File: config.mk
export PLATFORM = sky130hd
export DESIGN_NAME = apdc_auto_power_down_ctrl
export DESIGN_NICKNAME = d
export VERILOG_FILES = /design/src/core/apdc_pkg.sv /design/src/core/apdc_auto_power_down_ctrl.sv /design/src/core/apdc_edge_track.sv
export SDC_FILE = /design/constraint.sdc
export NUM_CORES = 1
export LEC_CHECK = 0
export ABC_AREA = 0
export BUFFER_PORTS_ARGS = -buffer_cell sky130_fd_sc_hd__buf_2
export CAP_MARGIN = 25
export CORE_MARGIN = 3
export CORE_UTILIZATION = 41
export CTS_BUF_LIST = sky130_fd_sc_hd__clkbuf_4 sky130_fd_sc_hd__clkbuf_8
export DETAILED_ROUTE_END_ITERATION = 16
export GPL_TIMING_DRIVEN = 0
export PLACE_DENSITY = 0.77
export SLEW_MARGIN = 20
export SYNTH_ARGS = -nofsm -noshare
export SYNTH_HDL_FRONTEND = slang
export SYNTH_SLANG_ARGS = --single-unit
File: constraint.sdc
create_clock -name clk_sys -period 1.4 [get_ports clk_sys]
set_input_delay 0.21 -clock clk_sys [delete_from_list [all_inputs] [get_ports clk_sys]]
set_output_delay 0.21 -clock clk_sys [all_outputs]
set_load 0.005 [all_outputs]
File: src/core/apdc_pkg.sv
package apdc_pkg;

    // ==========================================
    // Register map (word byte addresses)
    // ==========================================
    localparam logic [3:0] REG_MODE_FIRST_OFS  = 4'h0;
    localparam logic [3:0] REG_MODE_FOURTH_OFS = 4'h4;
    localparam logic [3:0] REG_STATUS_OFS      = 4'h8;
    localparam logic [3:0] REG_SELECTS_OFS     = 4'hC;

    // Field positions
    localparam int AUTO_EN_BIT     = 1;
    localparam int TURBO_OFF_BIT   = 3;
    localparam int CLK_BLOCK_BIT   = 4;
    localparam int FORCE_BIT       = 1;

    // Reset values
    localparam logic [7:0] MODE_RESET_VAL = 8'h00;

    // Idle counter
    localparam int IDLE_CNT_W = 4;
    localparam logic [IDLE_CNT_W-1:0] IDLE_CNT_MAX = 4'hF;

    // Unmapped read answer
    localparam logic [31:0] UNMAPPED_RDATA = 32'h0000_0000;

endpackage

File: src/core/apdc_auto_power_down_ctrl.sv
// The address map and the Avalon-MM interface to the registers were decided locally.
`timescale 1ns/1ps

module apdc_auto_power_down_ctrl (
    input  wire logic        clk_sys,
    input  wire logic        srst,
    // Avalon-MM slave
    input  wire logic [3:0]  avs_address,
    input  wire logic        avs_read,
    input  wire logic        avs_write,
    input  wire logic [31:0] avs_writedata,
    input  wire logic [3:0]  avs_byteenable,
    output logic [31:0]      avs_readdata,
    output logic             avs_waitrequest,
    // Device side
    input  wire logic        module_reset,
    input  wire logic        addr_latch_strobe,
    input  wire logic        common_clock_input,
    input  wire logic        chip_select_in_n,
    input  wire logic        main_flash_sel_raw,
    input  wire logic        boot_flash_sel_raw,
    input  wire logic        sram_sel_raw,
    input  wire logic        ctrl_reg_sel_raw,
    input  wire logic [15:0] host_addr_in,
    input  wire logic [7:0]  host_data_in,
    output logic             shutdown_indicator,
    output logic             logic_bus_shutdown_term,
    output logic             logic_bus_clock_term,
    output logic             addr_data_buf_en,
    output logic [15:0]      buf_addr,
    output logic [7:0]       buf_data,
    output logic             main_flash_selects,
    output logic             boot_flash_selects,
    output logic             sram_select,
    output logic             ctrl_reg_select,
    output logic             code_mem_online,
    output logic             mem_standby,
    output logic             logic_array_standby
);

    // ==========================================
    // Register file
    // ==========================================
    logic [7:0] power_mode_ctrl_first_r;
    logic [7:0] power_mode_ctrl_fourth_r;
    logic       ack_r;
    logic       wr_go;
    logic       rd_go;

    // One wait state: answer on the edge after a request is seen
    assign avs_waitrequest = (avs_read | avs_write) & ~ack_r;
    assign wr_go = avs_write & ack_r;
    assign rd_go = avs_read & ~ack_r;

    always_ff @(posedge clk_sys) begin
        if (srst) begin
            ack_r <= 1'b0;
        end else begin
            ack_r <= (avs_read | avs_write) & ~ack_r;
        end
    end

    // First mode register: power-up (srst) clears it, writes load it; module reset leaves it
    always_ff @(posedge clk_sys) begin
        if (srst) begin
            power_mode_ctrl_first_r <= apdc_pkg::MODE_RESET_VAL;
        end else if (wr_go && avs_byteenable[0] &&
                     avs_address == apdc_pkg::REG_MODE_FIRST_OFS) begin
            power_mode_ctrl_first_r <= avs_writedata[7:0];
        end
    end

    // Force bit: writes can only set it; reset is the sole clear
    logic force_shutdown_bit;
    logic module_reset_rise;

    always_ff @(posedge clk_sys) begin
        if (srst) begin
            power_mode_ctrl_fourth_r <= apdc_pkg::MODE_RESET_VAL;
        end else if (wr_go && avs_byteenable[0] &&
                     avs_address == apdc_pkg::REG_MODE_FOURTH_OFS) begin
            // Zero writes never clear; a set beats a same-cycle reset rise
            power_mode_ctrl_fourth_r <= avs_writedata[7:0]
                | {6'h00,
                   power_mode_ctrl_fourth_r[1] & ~module_reset_rise,
                   1'b0};
        end else if (module_reset_rise) begin
            power_mode_ctrl_fourth_r[apdc_pkg::FORCE_BIT] <= 1'b0;
        end
    end

    assign force_shutdown_bit =
        power_mode_ctrl_fourth_r[apdc_pkg::FORCE_BIT];

    logic auto_idle_shutdown;
    assign auto_idle_shutdown =
        power_mode_ctrl_first_r[apdc_pkg::AUTO_EN_BIT];

    // ==========================================
    // Edge detection
    // ==========================================
    logic clk_rise;
    logic csel_fall;

    apdc_edge_track u_clk_edge (
        .clk_sys  (clk_sys),
        .srst     (srst),
        .level_in (common_clock_input),
        .rise     (clk_rise),
        .fall     (),
        .toggle   ()
    );

    apdc_edge_track u_csel_edge (
        .clk_sys  (clk_sys),
        .srst     (srst),
        .level_in (chip_select_in_n),
        .rise     (),
        .fall     (csel_fall),
        .toggle   ()
    );

    apdc_edge_track u_rst_edge (
        .clk_sys  (clk_sys),
        .srst     (srst),
        .level_in (module_reset),
        .rise     (module_reset_rise),
        .fall     (),
        .toggle   ()
    );

    // Strobe activity seen per sys clock, so short pulses between
    // common clock edges still count as activity
    logic strobe_toggle;

    apdc_edge_track u_strobe_edge (
        .clk_sys  (clk_sys),
        .srst     (srst),
        .level_in (addr_latch_strobe),
        .rise     (),
        .fall     (),
        .toggle   (strobe_toggle)
    );

    // Activity since last common clock period
    logic activity_r;
    always_ff @(posedge clk_sys) begin
        if (srst) begin
            activity_r <= 1'b0;
        end else if (clk_rise) begin
            activity_r <= strobe_toggle;
        end else if (strobe_toggle) begin
            activity_r <= 1'b1;
        end
    end

    logic period_active;
    assign period_active = activity_r | strobe_toggle;

    // ==========================================
    // Idle counter and indicator
    // ==========================================
    logic [apdc_pkg::IDLE_CNT_W-1:0] idle_cnt_r;
    logic                            pd_r;
    logic                            wake;
    logic                            wake_r;

    // Strobe pulsing again also wakes from forced entry only if cleared
    assign wake = strobe_toggle | csel_fall | module_reset_rise;

    always_ff @(posedge clk_sys) begin
        if (srst) begin
            wake_r <= 1'b0;
        end else begin
            wake_r <= wake;
        end
    end

    always_ff @(posedge clk_sys) begin
        if (srst) begin
            idle_cnt_r <= '0;
        end else if (wake && pd_r) begin
            idle_cnt_r <= '0;
        end else if (!auto_idle_shutdown) begin
            idle_cnt_r <= '0;
        end else if (clk_rise) begin
            if (period_active) begin
                idle_cnt_r <= '0;
            end else if (idle_cnt_r != apdc_pkg::IDLE_CNT_MAX) begin
                idle_cnt_r <= idle_cnt_r + 4'h1;
            end
        end
    end

    // Indicator holds until a wake; force keeps it regardless of counter
    always_ff @(posedge clk_sys) begin
        if (srst) begin
            pd_r <= 1'b0;
        end else if (force_shutdown_bit && !module_reset_rise) begin
            pd_r <= 1'b1;
        end else if (wake) begin
            pd_r <= 1'b0;
        end else if (auto_idle_shutdown &&
                     idle_cnt_r == apdc_pkg::IDLE_CNT_MAX) begin
            pd_r <= 1'b1;
        end
    end

    // Write of force bit shows at once, without the counter
    logic force_now;
    assign force_now = wr_go && avs_byteenable[0]
        && avs_address == apdc_pkg::REG_MODE_FOURTH_OFS
        && avs_writedata[apdc_pkg::FORCE_BIT];

    // Force bit itself keeps the indicator up in the cycle before pd_r
    // catches up, so there is no one-cycle dip after the write
    assign shutdown_indicator = pd_r | force_shutdown_bit
        | force_now;

    // ==========================================
    // Shutdown effects
    // ==========================================
    assign addr_data_buf_en        = ~shutdown_indicator;
    assign logic_bus_shutdown_term = shutdown_indicator;
    // Clock block bit only hides the clock from the logic bus
    assign logic_bus_clock_term = common_clock_input
        & ~power_mode_ctrl_first_r[apdc_pkg::CLK_BLOCK_BIT];
    assign main_flash_selects = main_flash_sel_raw & ~shutdown_indicator
        & ~chip_select_in_n;
    assign boot_flash_selects = boot_flash_sel_raw & ~shutdown_indicator
        & ~chip_select_in_n;
    assign sram_select = sram_sel_raw & ~shutdown_indicator
        & ~chip_select_in_n;
    assign ctrl_reg_select = ctrl_reg_sel_raw & ~shutdown_indicator
        & ~chip_select_in_n;
    assign code_mem_online = ~shutdown_indicator;
    assign mem_standby     = shutdown_indicator;
    // Low-speed mode plus quiet non-address inputs
    assign logic_array_standby = shutdown_indicator
        & power_mode_ctrl_first_r[apdc_pkg::TURBO_OFF_BIT]
        & ~wake_r & ~strobe_toggle;

    // Input buffers freeze the last bus value while shut down;
    // nothing here touches the host core's own ports
    always_ff @(posedge clk_sys) begin
        if (srst) begin
            buf_addr <= 16'h0000;
            buf_data <= 8'h00;
        end else if (!shutdown_indicator) begin
            buf_addr <= host_addr_in;
            buf_data <= host_data_in;
        end
    end

    // ==========================================
    // Read path
    // ==========================================
    always_ff @(posedge clk_sys) begin
        if (srst) begin
            avs_readdata <= 32'h0000_0000;
        end else if (rd_go) begin
            unique case (avs_address)
                apdc_pkg::REG_MODE_FIRST_OFS:
                    avs_readdata <= {24'h000000, power_mode_ctrl_first_r};
                apdc_pkg::REG_MODE_FOURTH_OFS:
                    avs_readdata <= {24'h000000, power_mode_ctrl_fourth_r};
                apdc_pkg::REG_STATUS_OFS:
                    avs_readdata <= {26'h0, pd_r,
                                     force_shutdown_bit, idle_cnt_r};
                default:
                    avs_readdata <= apdc_pkg::UNMAPPED_RDATA;
            endcase
        end
    end

    // ==========================================
    // Checks
    // ==========================================
    counter_off_a: assert property (@(posedge clk_sys) disable iff (srst)
        !auto_idle_shutdown |=> idle_cnt_r == 4'h0)
        else $error("idle counter moved while disabled");
    count_step_a: assert property (@(posedge clk_sys) disable iff (srst)
        auto_idle_shutdown && clk_rise && !period_active && !pd_r
        && idle_cnt_r < 4'hF
        |=> idle_cnt_r == $past(idle_cnt_r) + 4'h1)
        else $error("idle counter failed to step");
    auto_entry_a: assert property (@(posedge clk_sys) disable iff (srst)
        auto_idle_shutdown && idle_cnt_r == 4'hF && !wake
        |=> pd_r)
        else $error("no shutdown at full count");
    activity_clear_a: assert property (@(posedge clk_sys) disable iff (srst)
        clk_rise && period_active |=> idle_cnt_r == 4'h0)
        else $error("activity did not clear counter");
    select_gate_a: assert property (@(posedge clk_sys) disable iff (srst)
        shutdown_indicator |-> !(main_flash_selects | boot_flash_selects
        | sram_select | ctrl_reg_select))
        else $error("select active in shutdown");
    force_hold_a: assert property (@(posedge clk_sys) disable iff (srst)
        force_shutdown_bit && !module_reset_rise |=> pd_r)
        else $error("force bit did not hold shutdown");
    force_sticky_a: assert property (@(posedge clk_sys) disable iff (srst)
        force_shutdown_bit && !module_reset_rise
        |=> force_shutdown_bit)
        else $error("force bit cleared without reset");
    wake_csel_a: assert property (@(posedge clk_sys) disable iff (srst)
        pd_r && !force_shutdown_bit && csel_fall |=> !pd_r)
        else $error("chip select fall did not wake");
    wake_strobe_a: assert property (@(posedge clk_sys) disable iff (srst)
        pd_r && !force_shutdown_bit && strobe_toggle |=> !pd_r)
        else $error("strobe activity did not wake");
    force_show_a: assert property (@(posedge clk_sys) disable iff (srst)
        force_now |=> shutdown_indicator)
        else $error("forced shutdown dropped after write");
    reset_clear_a: assert property (@(posedge clk_sys) disable iff (srst)
        module_reset_rise && !force_now |=> !force_shutdown_bit)
        else $error("reset rise left force bit set");
    buf_freeze_a: assert property (@(posedge clk_sys) disable iff (srst)
        shutdown_indicator
        |=> {buf_addr, buf_data} == $past({buf_addr, buf_data}))
        else $error("input buffers moved in shutdown");

endmodule

File: src/core/apdc_edge_track.sv
`timescale 1ns/1ps

// ==========================================
// Edge tracker for synchronous levels
// ==========================================
module apdc_edge_track (
    input  wire logic clk_sys,
    input  wire logic srst,
    input  wire logic level_in,
    output logic      rise,
    output logic      fall,
    output logic      toggle
);

    logic prev_r;

    // Previous sample; reset value 0, so no edge fakes at start from a low level
    always_ff @(posedge clk_sys) begin
        if (srst) begin
            prev_r <= 1'b0;
        end else begin
            prev_r <= level_in;
        end
    end

    assign rise   = level_in & ~prev_r;
    assign fall   = ~level_in & prev_r;
    assign toggle = level_in ^ prev_r;

endmodule

## After elaboration in Yosys (flattened, before gate mapping)

Cells that the tools add are included.

| word-level totals | value |
|---|---|
| bits in registers | 84 |
| latch bits | 0 |
| memory bits (writable) | 0 |
| ROM bits | 0 |
| input bits | 76 |
| output and inout port bits | 68 |
| logic and storage cells | 82 |
| memories | 0 |

| cells by class | value |
|---|---|
| add/subtract/negate cells | 1 |
| multiply operators | 0 |
| divide/modulo/power cells | 0 |
| $lt $le $gt $ge | 0 |
| eq/ne operators | 4 |
| shifts and indexed selects | 0 |
| multiplexer cells | 10 |
| bitwise logic cells | 37 |
| reduce and logical (&&, ||, !) cells | 15 |

Operators with widths:

| cell | number |
|---|---|
| case mux 8 bit (3 select lines) | 1 |
| bitwise AND 1 bit | 19 |
| NOT 1 bit | 10 |
| == test 4 bit, second input constant | 2 |
| 2-to-1 mux 4 bit | 2 |
| bitwise OR 8 x 2 -> 8 bit | 1 |
| logical AND 1 bit | 7 |
| 2-to-1 mux 1 bit | 7 |
| bitwise OR 1 bit | 6 |
| nonzero test 2 bit | 3 |
| adder 4 x 1 -> 4 bit, second input constant | 1 |
| == test 4 x 3 -> 1 bit, second input constant | 1 |
| logical NOT 4 bit | 1 |
| != test 4 bit, second input constant | 1 |
| nonzero test 3 bit | 1 |
| OR reduction 3 bit | 1 |
| AND reduction 2 bit | 1 |
| logical NOT 1 bit | 1 |
| XOR 1 bit | 1 |

## Depth between registers and ports, before layout

Gate-level depths: netlist (run 1).

| logic depth | value |
|---|---|
| word-level depth | 8 |
| gate-level depth with buffers | 7 |
| depth with buffers taken out | 5 |

## By module

A second synthesis (run 1) with hierarchy kept.

| unflattened totals | value |
|---|---|
| cell total of the unflattened synthesis | 322 |
| area total of the unflattened synthesis | 3119.2 µm² |

By module, submodules not included:

| module | instances | cells each | area an instance (µm²) | seq. area each (µm²) |
|---|---|---|---|---|
| apdc_auto_power_down_ctrl | 1 | 294 | 2839.0 | 1121.1 |
| apdc_edge_track | 4 | 7 | 70.1 | 20.0 |

## Least setup slack after synthesis (run 1)

Ideal clock, no wire load.

| timing | value |
|---|---|
| path type | in2out |
| from | in avs_address[1] |
| to | out logic_array_standby |
| arrival time | 1343 ps |
| data required time | 1190 ps |
| slack | -153 ps |
| cell stages on the path | 6 |
| buffers on the path | 2 |
| path through | or2_1 -> buf_2 -> o31ai_1 -> buf_4 -> inv_2 -> nor4b_2 |

| on the way | value |
|---|---|
| word-level cells in the longest chain between the ends | 7 |

Ends and longest elaborated chain:

| element | RTL line | text |
|---|---|---|
| start: declaration | apdc_auto_power_down_ctrl.sv:8 | `input wire logic [3:0] avs_address,` |
| == test 4 x 3 -> 1 bit | apdc_auto_power_down_ctrl.sv:212 | `&& avs_address == apdc_pkg::REG_MODE_FOURTH_OFS` |
| logical AND 1 bit | apdc_auto_power_down_ctrl.sv:212 |  |
| logical AND 1 bit | apdc_auto_power_down_ctrl.sv:213 | `&& avs_writedata[apdc_pkg::FORCE_BIT];` |
| bitwise OR 1 bit | apdc_auto_power_down_ctrl.sv:218 | `\| force_now;` |
| bitwise AND 1 bit | apdc_auto_power_down_ctrl.sv:240 | `& power_mode_ctrl_first_r[apdc_pkg::TURBO_OFF_BIT]` |
| bitwise AND 1 bit (2 in a row) | apdc_auto_power_down_ctrl.sv:241 | `& ~wake_r & ~strobe_toggle;` |
| end: declaration | apdc_auto_power_down_ctrl.sv:38 | `output logic logic_array_standby` |

Every way passes these cells.

## Final worst setup path (run 1)

| timing | value |
|---|---|
| from | reg ack_r |
| to | out logic_array_standby |

| on the way | value |
|---|---|
| word-level cells in the longest chain between the ends | 8 |

Ends and longest elaborated chain:

| element | RTL line | text |
|---|---|---|
| start: declaration | apdc_auto_power_down_ctrl.sv:46 | `logic ack_r;` |
| start signal: assignment | apdc_auto_power_down_ctrl.sv:59 | `ack_r <= (avs_read \| avs_write) & ~ack_r;` |
| bitwise AND 1 bit | apdc_auto_power_down_ctrl.sv:52 | `assign wr_go = avs_write & ack_r;` |
| logical AND 1 bit | apdc_auto_power_down_ctrl.sv:211 | `assign force_now = wr_go && avs_byteenable[0]` |
| logical AND 1 bit | apdc_auto_power_down_ctrl.sv:212 |  |
| logical AND 1 bit | apdc_auto_power_down_ctrl.sv:213 |  |
| bitwise OR 1 bit | apdc_auto_power_down_ctrl.sv:218 |  |
| bitwise AND 1 bit | apdc_auto_power_down_ctrl.sv:240 |  |
| bitwise AND 1 bit (2 in a row) | apdc_auto_power_down_ctrl.sv:241 |  |

Every way passes these cells.

==> results of run 1 <==
[per-layer routing]
metal	wire length [microns]	vias up	track usage [%]	share of wire, %
li1	-	1163	-	-
met1	2737	1048	20.65	40
met2	3302	101	30.90	49
met3	672	10	7.781	9.9
met4	89	0	7.338	1.3
met5	0	-	0	0
[power breakdown]
part	switching, mW	internal, mW
logic	0.216	0.227
clock network	0.646	0.707
registers	0.0335	1.76
[cells by family after synthesis]
family	Yosys count	synth area share [%]
adder cells (fa/ha/maj)	1	0.4752
flip-flops	60	45.63
AO/OA/AOI/OAI	30	7.747
XOR/XNOR	1	0.3328
other	1	0.1424
AND/OR/NAND/NOR	87	15.35
buffers and inverters	48	12.07
multiplexers	48	18.25
[registers in the layout (all words and copies together), names as in the netlist]
| signal | flops |
|---|---|
| buf_addr | 16 |
| avs_readdata | 8 |
| buf_data | 8 |
| power_mode_ctrl_first_r | 8 |
| power_mode_ctrl_fourth_r | 8 |
| idle_cnt_r | 4 |
| ack_r | 1 |
| activity_r | 1 |
| pd_r | 1 |
| u_clk_edge.prev_r | 1 |
| u_csel_edge.prev_r | 1 |
| u_rst_edge.prev_r | 1 |
| u_strobe_edge.prev_r | 1 |
| wake_r | 1 |
[worst max path at each step]
stage | start | slack [ps] | depth (start not counted) | end
final | ack_r$_SDFF_PP0_ | -420 | 6 | logic_array_standby
after global routing | ack_r$_SDFF_PP0_ | -490 | 6 | logic_array_standby
after CTS | ack_r$_SDFF_PP0_ | -430 | 6 | logic_array_standby
after detailed placement | avs_address[1] | -420 | 8 | logic_array_standby
after global placement | avs_address[1] | -400 | 8 | logic_array_standby
after floorplan | avs_address[1] | -100 | 6 | logic_array_standby
[layout by cell type (no fill, tap or decap), types with 2 or more instances in the layout]
cell and count:
buf_2 90, nor2_1 58, dfxtp_1 57, mux2i_1 46
buf_4 33, conb_1 24, clkbuf_8 10, buf_6 9
a21oi_1 8, clkbuf_1 6, o2bb2ai_1 6, nor2b_1 5
inv_1 5, a22oi_1 5, buf_12 4, and3_1 4
o21ai_0 3, dfxtp_2 3, nand2b_1 2, nor4b_4 2
mux2i_2 2, nand3_2 2, nor3_1 2, or3_1 2
nand2_1 2, nor4_4 2, a22oi_2 2, clkbuf_4 2
[area by class of cell]
type / count / area, sq um
Fill cell: 504 / 2246
Multi-Input combinational cell: 191 / 1368
Sequential cell: 60 / 1205
Timing Repair Buffer: 105 / 639.4
Buffer: 41 / 319.1
Clock buffer: 12 / 152.6
Tap cell: 75 / 93.84
Inverter: 6 / 25.02
Clock inverter: 2 / 12.51
[worst min-delay path, stage by stage]
cell	delay, ps
buf_2	70
mux2i_1	50
nor2_1	70
[through the flow]
stage          setup slack [ps]  util (%)  setup TNS (ps)  hold WS, ps
5_1_grt                  -492.9     62.94          -12980        96.46
6_report                 -419.6     62.94           -9713        99.94
3_5_place_dp             -416.8     54.42          -15470        450.2
2_1_floorplan            -103.1         -           -2205        338.2
3_3_place_gp             -399.4     54.42          -13840        438.1
4_1_cts                  -430.0     59.66           -8500        93.53
[repair_timing]
action                                  4_1_cts  5_1_grt
cloned                                        1        0
endpoints found under the setup margin       48       60
buffers inserted                              8        4
gates resized for setup                      14       33
pin swaps                                     3        4
==> results.yml, run 1 <==
run_status:
  outcome: "complete, but fails checks"
  violations: "setup timing"
run:
  maxCapViolCount: 0
cells_and_area:
  nNetsFinal: 491
  fin_area_sq_mm: 0.003815
  syn_to_final_growth_pct: 44.91
  fin_cells: 492
  drive_above_1_share_pct: 42.45
  antenna_cells: 0
setup_path:
  cpPeakStageDelay_ps: 330
  startpoint_type: "flip-flop"
  end_kind: "primary output"
  r2r_end: "buf_data[7]$_SDFFE_PP0N_"
  cpMaxStageDelayCell: "dfxtp_2"
  criticalPathCategory: "flip-flop to primary output"
  path_cells: "nand4_1 -> o31ai_1 -> buf_4 -> inv_4 -> nor4b_4 -> buf_2"
  critPathMaxFanout: 6
  crit_required_ps: 1190
  r2r-start: "ack_r$_SDFF_PP0_"
  crit_arrival_ps: 1610
  r2r.worst_path.cells: 8
  critPathBufInv: 3
  crit_family: "buffers and inverters"
  reg2reg_slack_ps: -300
timing:
  rsz0062_at_grt: "yes"
  min_period_ps: 1820
  fin_skew_ps: 8.175
  hold_violations: 0
  finalSetupViolations: 41
  period_share_pct: 130.0
  timing.final.ws_setup_ps: -419.6
  tightest_slew_ps: 554.7
  relSlewSlack_pct: 63.02
  finalMaxSlewViolations: 0
  clock.fmax_mhz: 549.6
grt:
  grt-ovfl-total: 0
  grt_pass1_wl_mm: 10.56
  grt_use_total_pct: 18.45
  grt_max_degree: 11
  grt_pass1_vias: 2320
  antenna_found_initial: 0
route:
  firstDrtPassIters: 4
  drt_iter0_markers: 74
  via_per_inst: 4.720
  num_vias: 2322
  drt_wl_total_mm: 6.801
  wl_per_cell_microns: 13.82
  ant_nets: 0
  drc: 0
synthesis:
  async_flop_share_pct: 0
  synth.distinct_cells: 34
  synth_commonest_cells: "60 x dfxtp_1, 58 x nor2_1, 48 x mux2i_1"
  syn_area_sq_mm: 0.002633
  syn_inst: 276
  ys.flop_type: "dfxtp_1"
  ys_seq_elements: 60
  synth_edf_count: 0
  yosys-top-cells-area: "dfxtp_1 46%, mux2i_1 18%, nor2_1 8.3%, buf_4 8.0%, a22oi_1 2.0%"
  seq_area_frac_synth_pct: 45.63
  synth_top_area_share_pct: 45.63
  yosys.cell_count.top_type: "dfxtp_1"
  ys_warn_count: 0
  synth.largest_area_cell: "dfxtp_1"
  syn_area_per_cell_sq_um: 9.538
clock_tree:
  cts-root-buf: "clkbuf_8"
  cts.sinks: 60
  cts.path.max_buffers: 2
  h-tree-depth: 3
  numCtsBuffers: 9
  cts_tree: "done"
  clock_latency_ps: 340
  path_clk_slew_ps: 70
  cts-hold-fix-buffers: 0
floorplanning:
  die_area_sq_mm: 0.007418
  ios: 144
  start_util_pct: 43.44
  die_x_microns: 86.13
  die_h_microns: 86.13
  core_sq_mm: 0.006061
  std_cell_rows: 28
pwr:
  power_mw: 3.591
  powerDensity_mw_per_mm2: 941.3
  ir_worst_vdd_uv: 1062
  p_leak_nw: 1.847
placed_design:
  placed_cell_area_sq_mm: 0.003298
  place_congestion: 0.7670
  io_buffers: 92
  place_hpwl_mm: 4.788
  dp.cells: 466
hold_path:
  hold_depth: 3
  holdCritStartpoint: "host_data_in[4]"
  holdPathEnd: "buf_data[4]$_SDFFE_PP0N_"
  hp-class: "primary input to flip-flop"
No activity file was read; power rests on OpenSTA's default activity.
==> run 2, diff against run 1 <==
PLACE_DENSITY = 0.9   (was 0.77)
==> run 2 against run 1 <==
Against the previous run:
- the run still ends with setup timing left
- fmax increased by 1.4%
- global-route usage decreased by 0.27 points
- power increased by 0.34%
- sequential power about the same
- die area unchanged
- final area decreased by 4.9%
- critical path type unchanged
- largest power group unchanged
- highest routed layer unchanged
==> results.yml, run 2 (same netlist as run 1, synthesis figures left out) <==
clock_tree:
  cts-hold-fix-buffers: 0
  clock_latency_ps: 330
  cts_tree: "done"
  cts.sinks: 60
  path_clk_slew_ps: 70
  cts.path.max_buffers: 2
  cts-root-buf: "clkbuf_8"
  h-tree-depth: 3
  numCtsBuffers: 9
placed_design:
  io_buffers: 92
  place_congestion: 0.7839
  dp.cells: 466
  place_hpwl_mm: 4.952
  placed_cell_area_sq_mm: 0.003298
timing:
  min_period_ps: 1794
  rsz0062_at_grt: "yes"
  timing.final.ws_setup_ps: -393.7
  finalSetupViolations: 40
  hold_violations: 0
  relSlewSlack_pct: 47.73
  finalMaxSlewViolations: 0
  tightest_slew_ps: 784.0
  clock.fmax_mhz: 557.5
  whs_ps: 104.2
  period_share_pct: 128.1
  fin_skew_ps: 5.184
grt:
  grt_pass1_wl_mm: 10.59
  grt-ovfl-total: 0
  grt_use_total_pct: 18.18
  grt_pass1_vias: 2300
  antenna_found_initial: 0
  grt_max_degree: 12
route:
  num_vias: 2384
  wl_per_cell_microns: 13.95
  via_per_inst: 4.905
  drt_wl_total_mm: 6.782
  drc: 0
  drt_iter0_markers: 117
  ant_nets: 0
  firstDrtPassIters: 4
cells_and_area:
  final_util_pct: 59.87
  regArea_sq_mm: 0.001204
  nFillCells: 531
  fin_cells: 486
  syn_to_final_growth_pct: 37.83
  antenna_cells: 0
  multi_input_area_sq_mm: 0.001303
  regMostFlops: "buf_addr"
  mostFrequentLayoutCells: "91 x buf_2, 58 x nor2_1, 58 x dfxtp_1"
  largest_register_ffs: 16
  drive_above_1_share_pct: 39.66
  layout_commonest_cell: "buf_2"
  nNetsFinal: 483
  fin_area_sq_mm: 0.003628
floorplanning:
  start_util_pct: 43.44
  ios: 144
  die_x_microns: 86.13
  die_h_microns: 86.13
  std_cell_rows: 28
  die_area_sq_mm: 0.007418
  core_sq_mm: 0.006061
setup_path:
  critPathMaxFanout: 7
  startpoint_type: "flip-flop"
  cpPeakStageDelay_ps: 330
  crit_arrival_ps: 1580
  crit_family: "buffers and inverters"
  path_cells: "nand4_1 -> o31ai_1 -> buf_4 -> inv_6 -> nor4b_4 -> buf_2"
  crit_required_ps: 1190
  critPathBufInv: 3
  end_kind: "primary output"
  criticalPathCategory: "flip-flop to primary output"
  cpMaxStageDelayCell: "dfxtp_2"
run:
  maxCapViolCount: 0
pwr:
  p_leak_nw: 1.758
  ir_worst_vdd_uv: 923.1
  powerDensity_mw_per_mm2: 992.9
hold_path:
  hp-class: "primary input to flip-flop"
run_status:
  violations: "setup timing"
  outcome: "complete, but fails checks"
## run 2: path summary, 6_finish.rpt
path / cells after the start / slack, ps / startpoint / endpoint
worst max-delay path: 6 / -390 / ack_r$_SDFF_PP0_ / logic_array_standby
worst min-delay path: 3 / 100 / host_addr_in[14] / buf_addr[14]$_SDFFE_PP0N_
worst max register to register: 8 / -220 / ack_r$_SDFF_PP0_ / buf_data[5]$_SDFFE_PP0N_
worst min register to register: 2 / 500 / buf_data[6]$_SDFFE_PP0N_ / buf_data[6]$_SDFFE_PP0N_
## run 2: area by class of cell
type                    instances  share of cell area, %
repair buffers                 98                  14.41
flip-flops and latches         60                  33.17
clock inverters                 6                  1.069
clock buffers                  10                  3.793
multi-input cells             191                  35.90
plain buffers                  40                  8.310
well taps                      75                  2.586
inverters                       6                 0.7586
## run 2: worst register-to-register path: stages, from the launching register on
cell and delay (ps):
dfxtp_2 330, nand4_1 90, o31ai_1 220, buf_4 190, buf_4 140, buf_12 110, buf_6 150, mux2i_1 200
nor2_1 60
## run 2: power breakdown
part	leakage, nW	switching (mW)	internal [mW]
clock network	0.0885	0.717	0.686
logic	1.18	0.206	0.204
registers	0.493	0.0310	1.76
total	1.76	0.953	2.65
## run 2: what timing repair did
action / in CTS / in global routing
pin swaps: 3 / 4
endpoints found under the setup margin: 47 / 57
gates resized for setup: 10 / 23
setup buffers: 5 / 1
## run 2: stage by stage
stage / total power, mW / setup TNS, ps / setup slack [ps]
finish: 3.603 / -7335 / -393.7
global route: 3.764 / -11540 / -485.7
CTS: 3.582 / -6189 / -402.5
detailed placement: 2.188 / -15890 / -431.7
global placement: 2.175 / -13900 / -421.6
floorplan: 2.028 / -2205 / -103.1
## run 2: routing by layer
layer | wire length (microns) | vias up | share of wire [%] | track usage (%)
li1 | - | 1151 | - | -
met1 | 2642 | 1101 | 39 | 19.73
met2 | 3383 | 117 | 50 | 31.18
met3 | 608 | 15 | 9.0 | 6.724
met4 | 147 | 0 | 2.2 | 8.633
met5 | 0 | - | 0 | 0
==> run 3, diff against run 2 <==
--- a/constraint.sdc
+++ b/constraint.sdc
@@ -3,2 +3,2 @@
 set_output_delay 0.21 -clock clk_sys [all_outputs]
-set_load 0.005 [all_outputs]
+set_load 0.02 [all_outputs]
==> run 3 against run 2 <==
Against the previous run:
- worst hold slack got worse by 12 ps
- first-iteration DRC count shrank 35%
- the flow still finishes with violations (setup timing)
- cell count rose by 1.6%
- critical endpoint unchanged
==> results.yml, run 3 (same netlist as run 1, synthesis figures left out) <==
clock_tree:
  h-tree-depth: 3
  cts-hold-fix-buffers: 0
  numCtsBuffers: 9
  cts-root-buf: "clkbuf_8"
  cts.sinks: 60
  cts.path.max_buffers: 2
  clock_latency_ps: 350
  cts_tree: "done"
  path_clk_slew_ps: 80
floorplanning:
  std_cell_rows: 28
  ios: 144
  die_h_microns: 86.13
  start_util_pct: 43.44
  die_area_sq_mm: 0.007418
  core_sq_mm: 0.006061
  die_x_microns: 86.13
route:
  ant_nets: 0
  firstDrtPassIters: 4
  drt_wl_total_mm: 6.879
  wl_per_cell_microns: 13.93
  via_per_inst: 4.814
  drc: 0
  num_vias: 2378
  drt_iter0_markers: 76
cells_and_area:
  mostFrequentLayoutCells: "82 x buf_2, 59 x dfxtp_1, 58 x nor2_1"
  nNetsFinal: 491
  regMostFlops: "buf_addr"
  largest_register_ffs: 16
  syn_to_final_growth_pct: 48.34
  antenna_cells: 0
  layout_commonest_cell: "buf_2"
  drive_above_1_share_pct: 42.96
setup_path:
  cpPeakStageDelay_ps: 330
  criticalPathCategory: "flip-flop to primary output"
  path_common_cell: "buf_4"
  path_cells: "nand4_1 -> o31ai_2 -> buf_4 -> inv_6 -> nor4b_4 -> buf_4"
  crit_family: "buffers and inverters"
  critPathMaxFanout: 6
  critPathBufInv: 3
  crit_required_ps: 1190
  startpoint_type: "flip-flop"
  crit_arrival_ps: 1670
  cpMaxStageDelayCell: "dfxtp_2"
  end_kind: "primary output"
pwr:
  p_leak_nw: 1.863
  power_mw: 4.079
  powerDensity_mw_per_mm2: 1044
  ir_worst_vdd_uv: 701.9
timing:
  timing.final.ws_setup_ps: -481.7
  rsz0062_at_grt: "yes"
  tightest_slew_ps: 576.3
  clock.fmax_mhz: 531.4
  tns_ps: -10690
  hold_violations: 0
  fin_skew_ps: 10.84
  period_share_pct: 134.4
  relSlewSlack_pct: 61.58
  min_period_ps: 1882
  finalSetupViolations: 38
  finalMaxSlewViolations: 0
hold_path:
  hp-class: "primary input to flip-flop"
placed_design:
  place_hpwl_mm: 4.736
  io_buffers: 92
  place_congestion: 0.8249
grt:
  grt_max_degree: 13
  antenna_found_initial: 0
  grt-ovfl-total: 0
  grt_use_total_pct: 18.94
  grt_pass1_wl_mm: 10.87
  grt_pass1_vias: 2376
run_status:
  violations: "setup timing"
  outcome: "complete, but fails checks"
run:
  maxCapViolCount: 0
## run 3: cell types whose count changed in the layout (fill, tap and decap cells not counted), sizes merged
cell	change
buf	+9
clkinv	-2
bufinv	+2
clkbuf	-2
clkinvlp	+1
## run 3: cell type report
class	count	area [sq um]
Sequential cell	60	1202
Buffer	41	319.1
Clock inverter	7	100.1
Clock buffer	9	123.9
Multi-Input combinational cell	191	1335
Fill cell	483	2156
Inverter	6	27.53
Tap cell	75	93.84
Timing Repair Buffer	105	703.2
## run 3: path summary, 6_finish.rpt
kind	startpoint	cells after the start	slack (ps)	end
hold reg to reg	buf_addr[1]$_SDFFE_PP0N_	2	500	buf_addr[1]$_SDFFE_PP0N_
setup reg to reg	ack_r$_SDFF_PP0_	10	-360	buf_data[3]$_SDFFE_PP0N_
setup / recovery	ack_r$_SDFF_PP0_	6	-480	logic_array_standby
hold / removal	host_data_in[7]	3	90	buf_data[7]$_SDFFE_PP0N_
## run 3: worst min-delay path, stage by stage
cell,delay [ps]
buf_2,70
mux2i_1,50
nor2_1,70
## run 3: where the power goes
part	internal, mW	leakage [nW]	switching, mW
Combinational	0.218	1.27	0.302
Clock	1.01	0.102	0.759
Sequential	1.76	0.492	0.0313
## run 3: layer usage
metal	wire, microns	up-vias	track usage, %
li1	-	1170	-
met1	2775	1085	21.67
met2	3365	109	31.18
met3	602	14	6.532
met4	136	0	9.640
met5	0	-	0
## run 3: timing repair
action / 4_1_cts / 5_1_grt
pin swaps: 3 / 0
gates resized for setup: 42 / 37
setup buffers: 9 / 7
gates cloned: 2 / 0
setup endpoints to repair: 47 / 58
## run 3: stage by stage
step                util (%)  setup WS, ps  cell area (sq um)  instances  hold slack (ps)
detailed placement     54.42        -517.0               3298        466            449.0
CTS                    62.70        -495.2               3800        492            85.04
floorplan                  -        -252.0               2744        299            338.2
global route           64.43        -597.9               3905        494            90.45
global placement       54.42        -454.7               3298        466            436.9
finish                 64.43        -481.7               3905        494            92.67
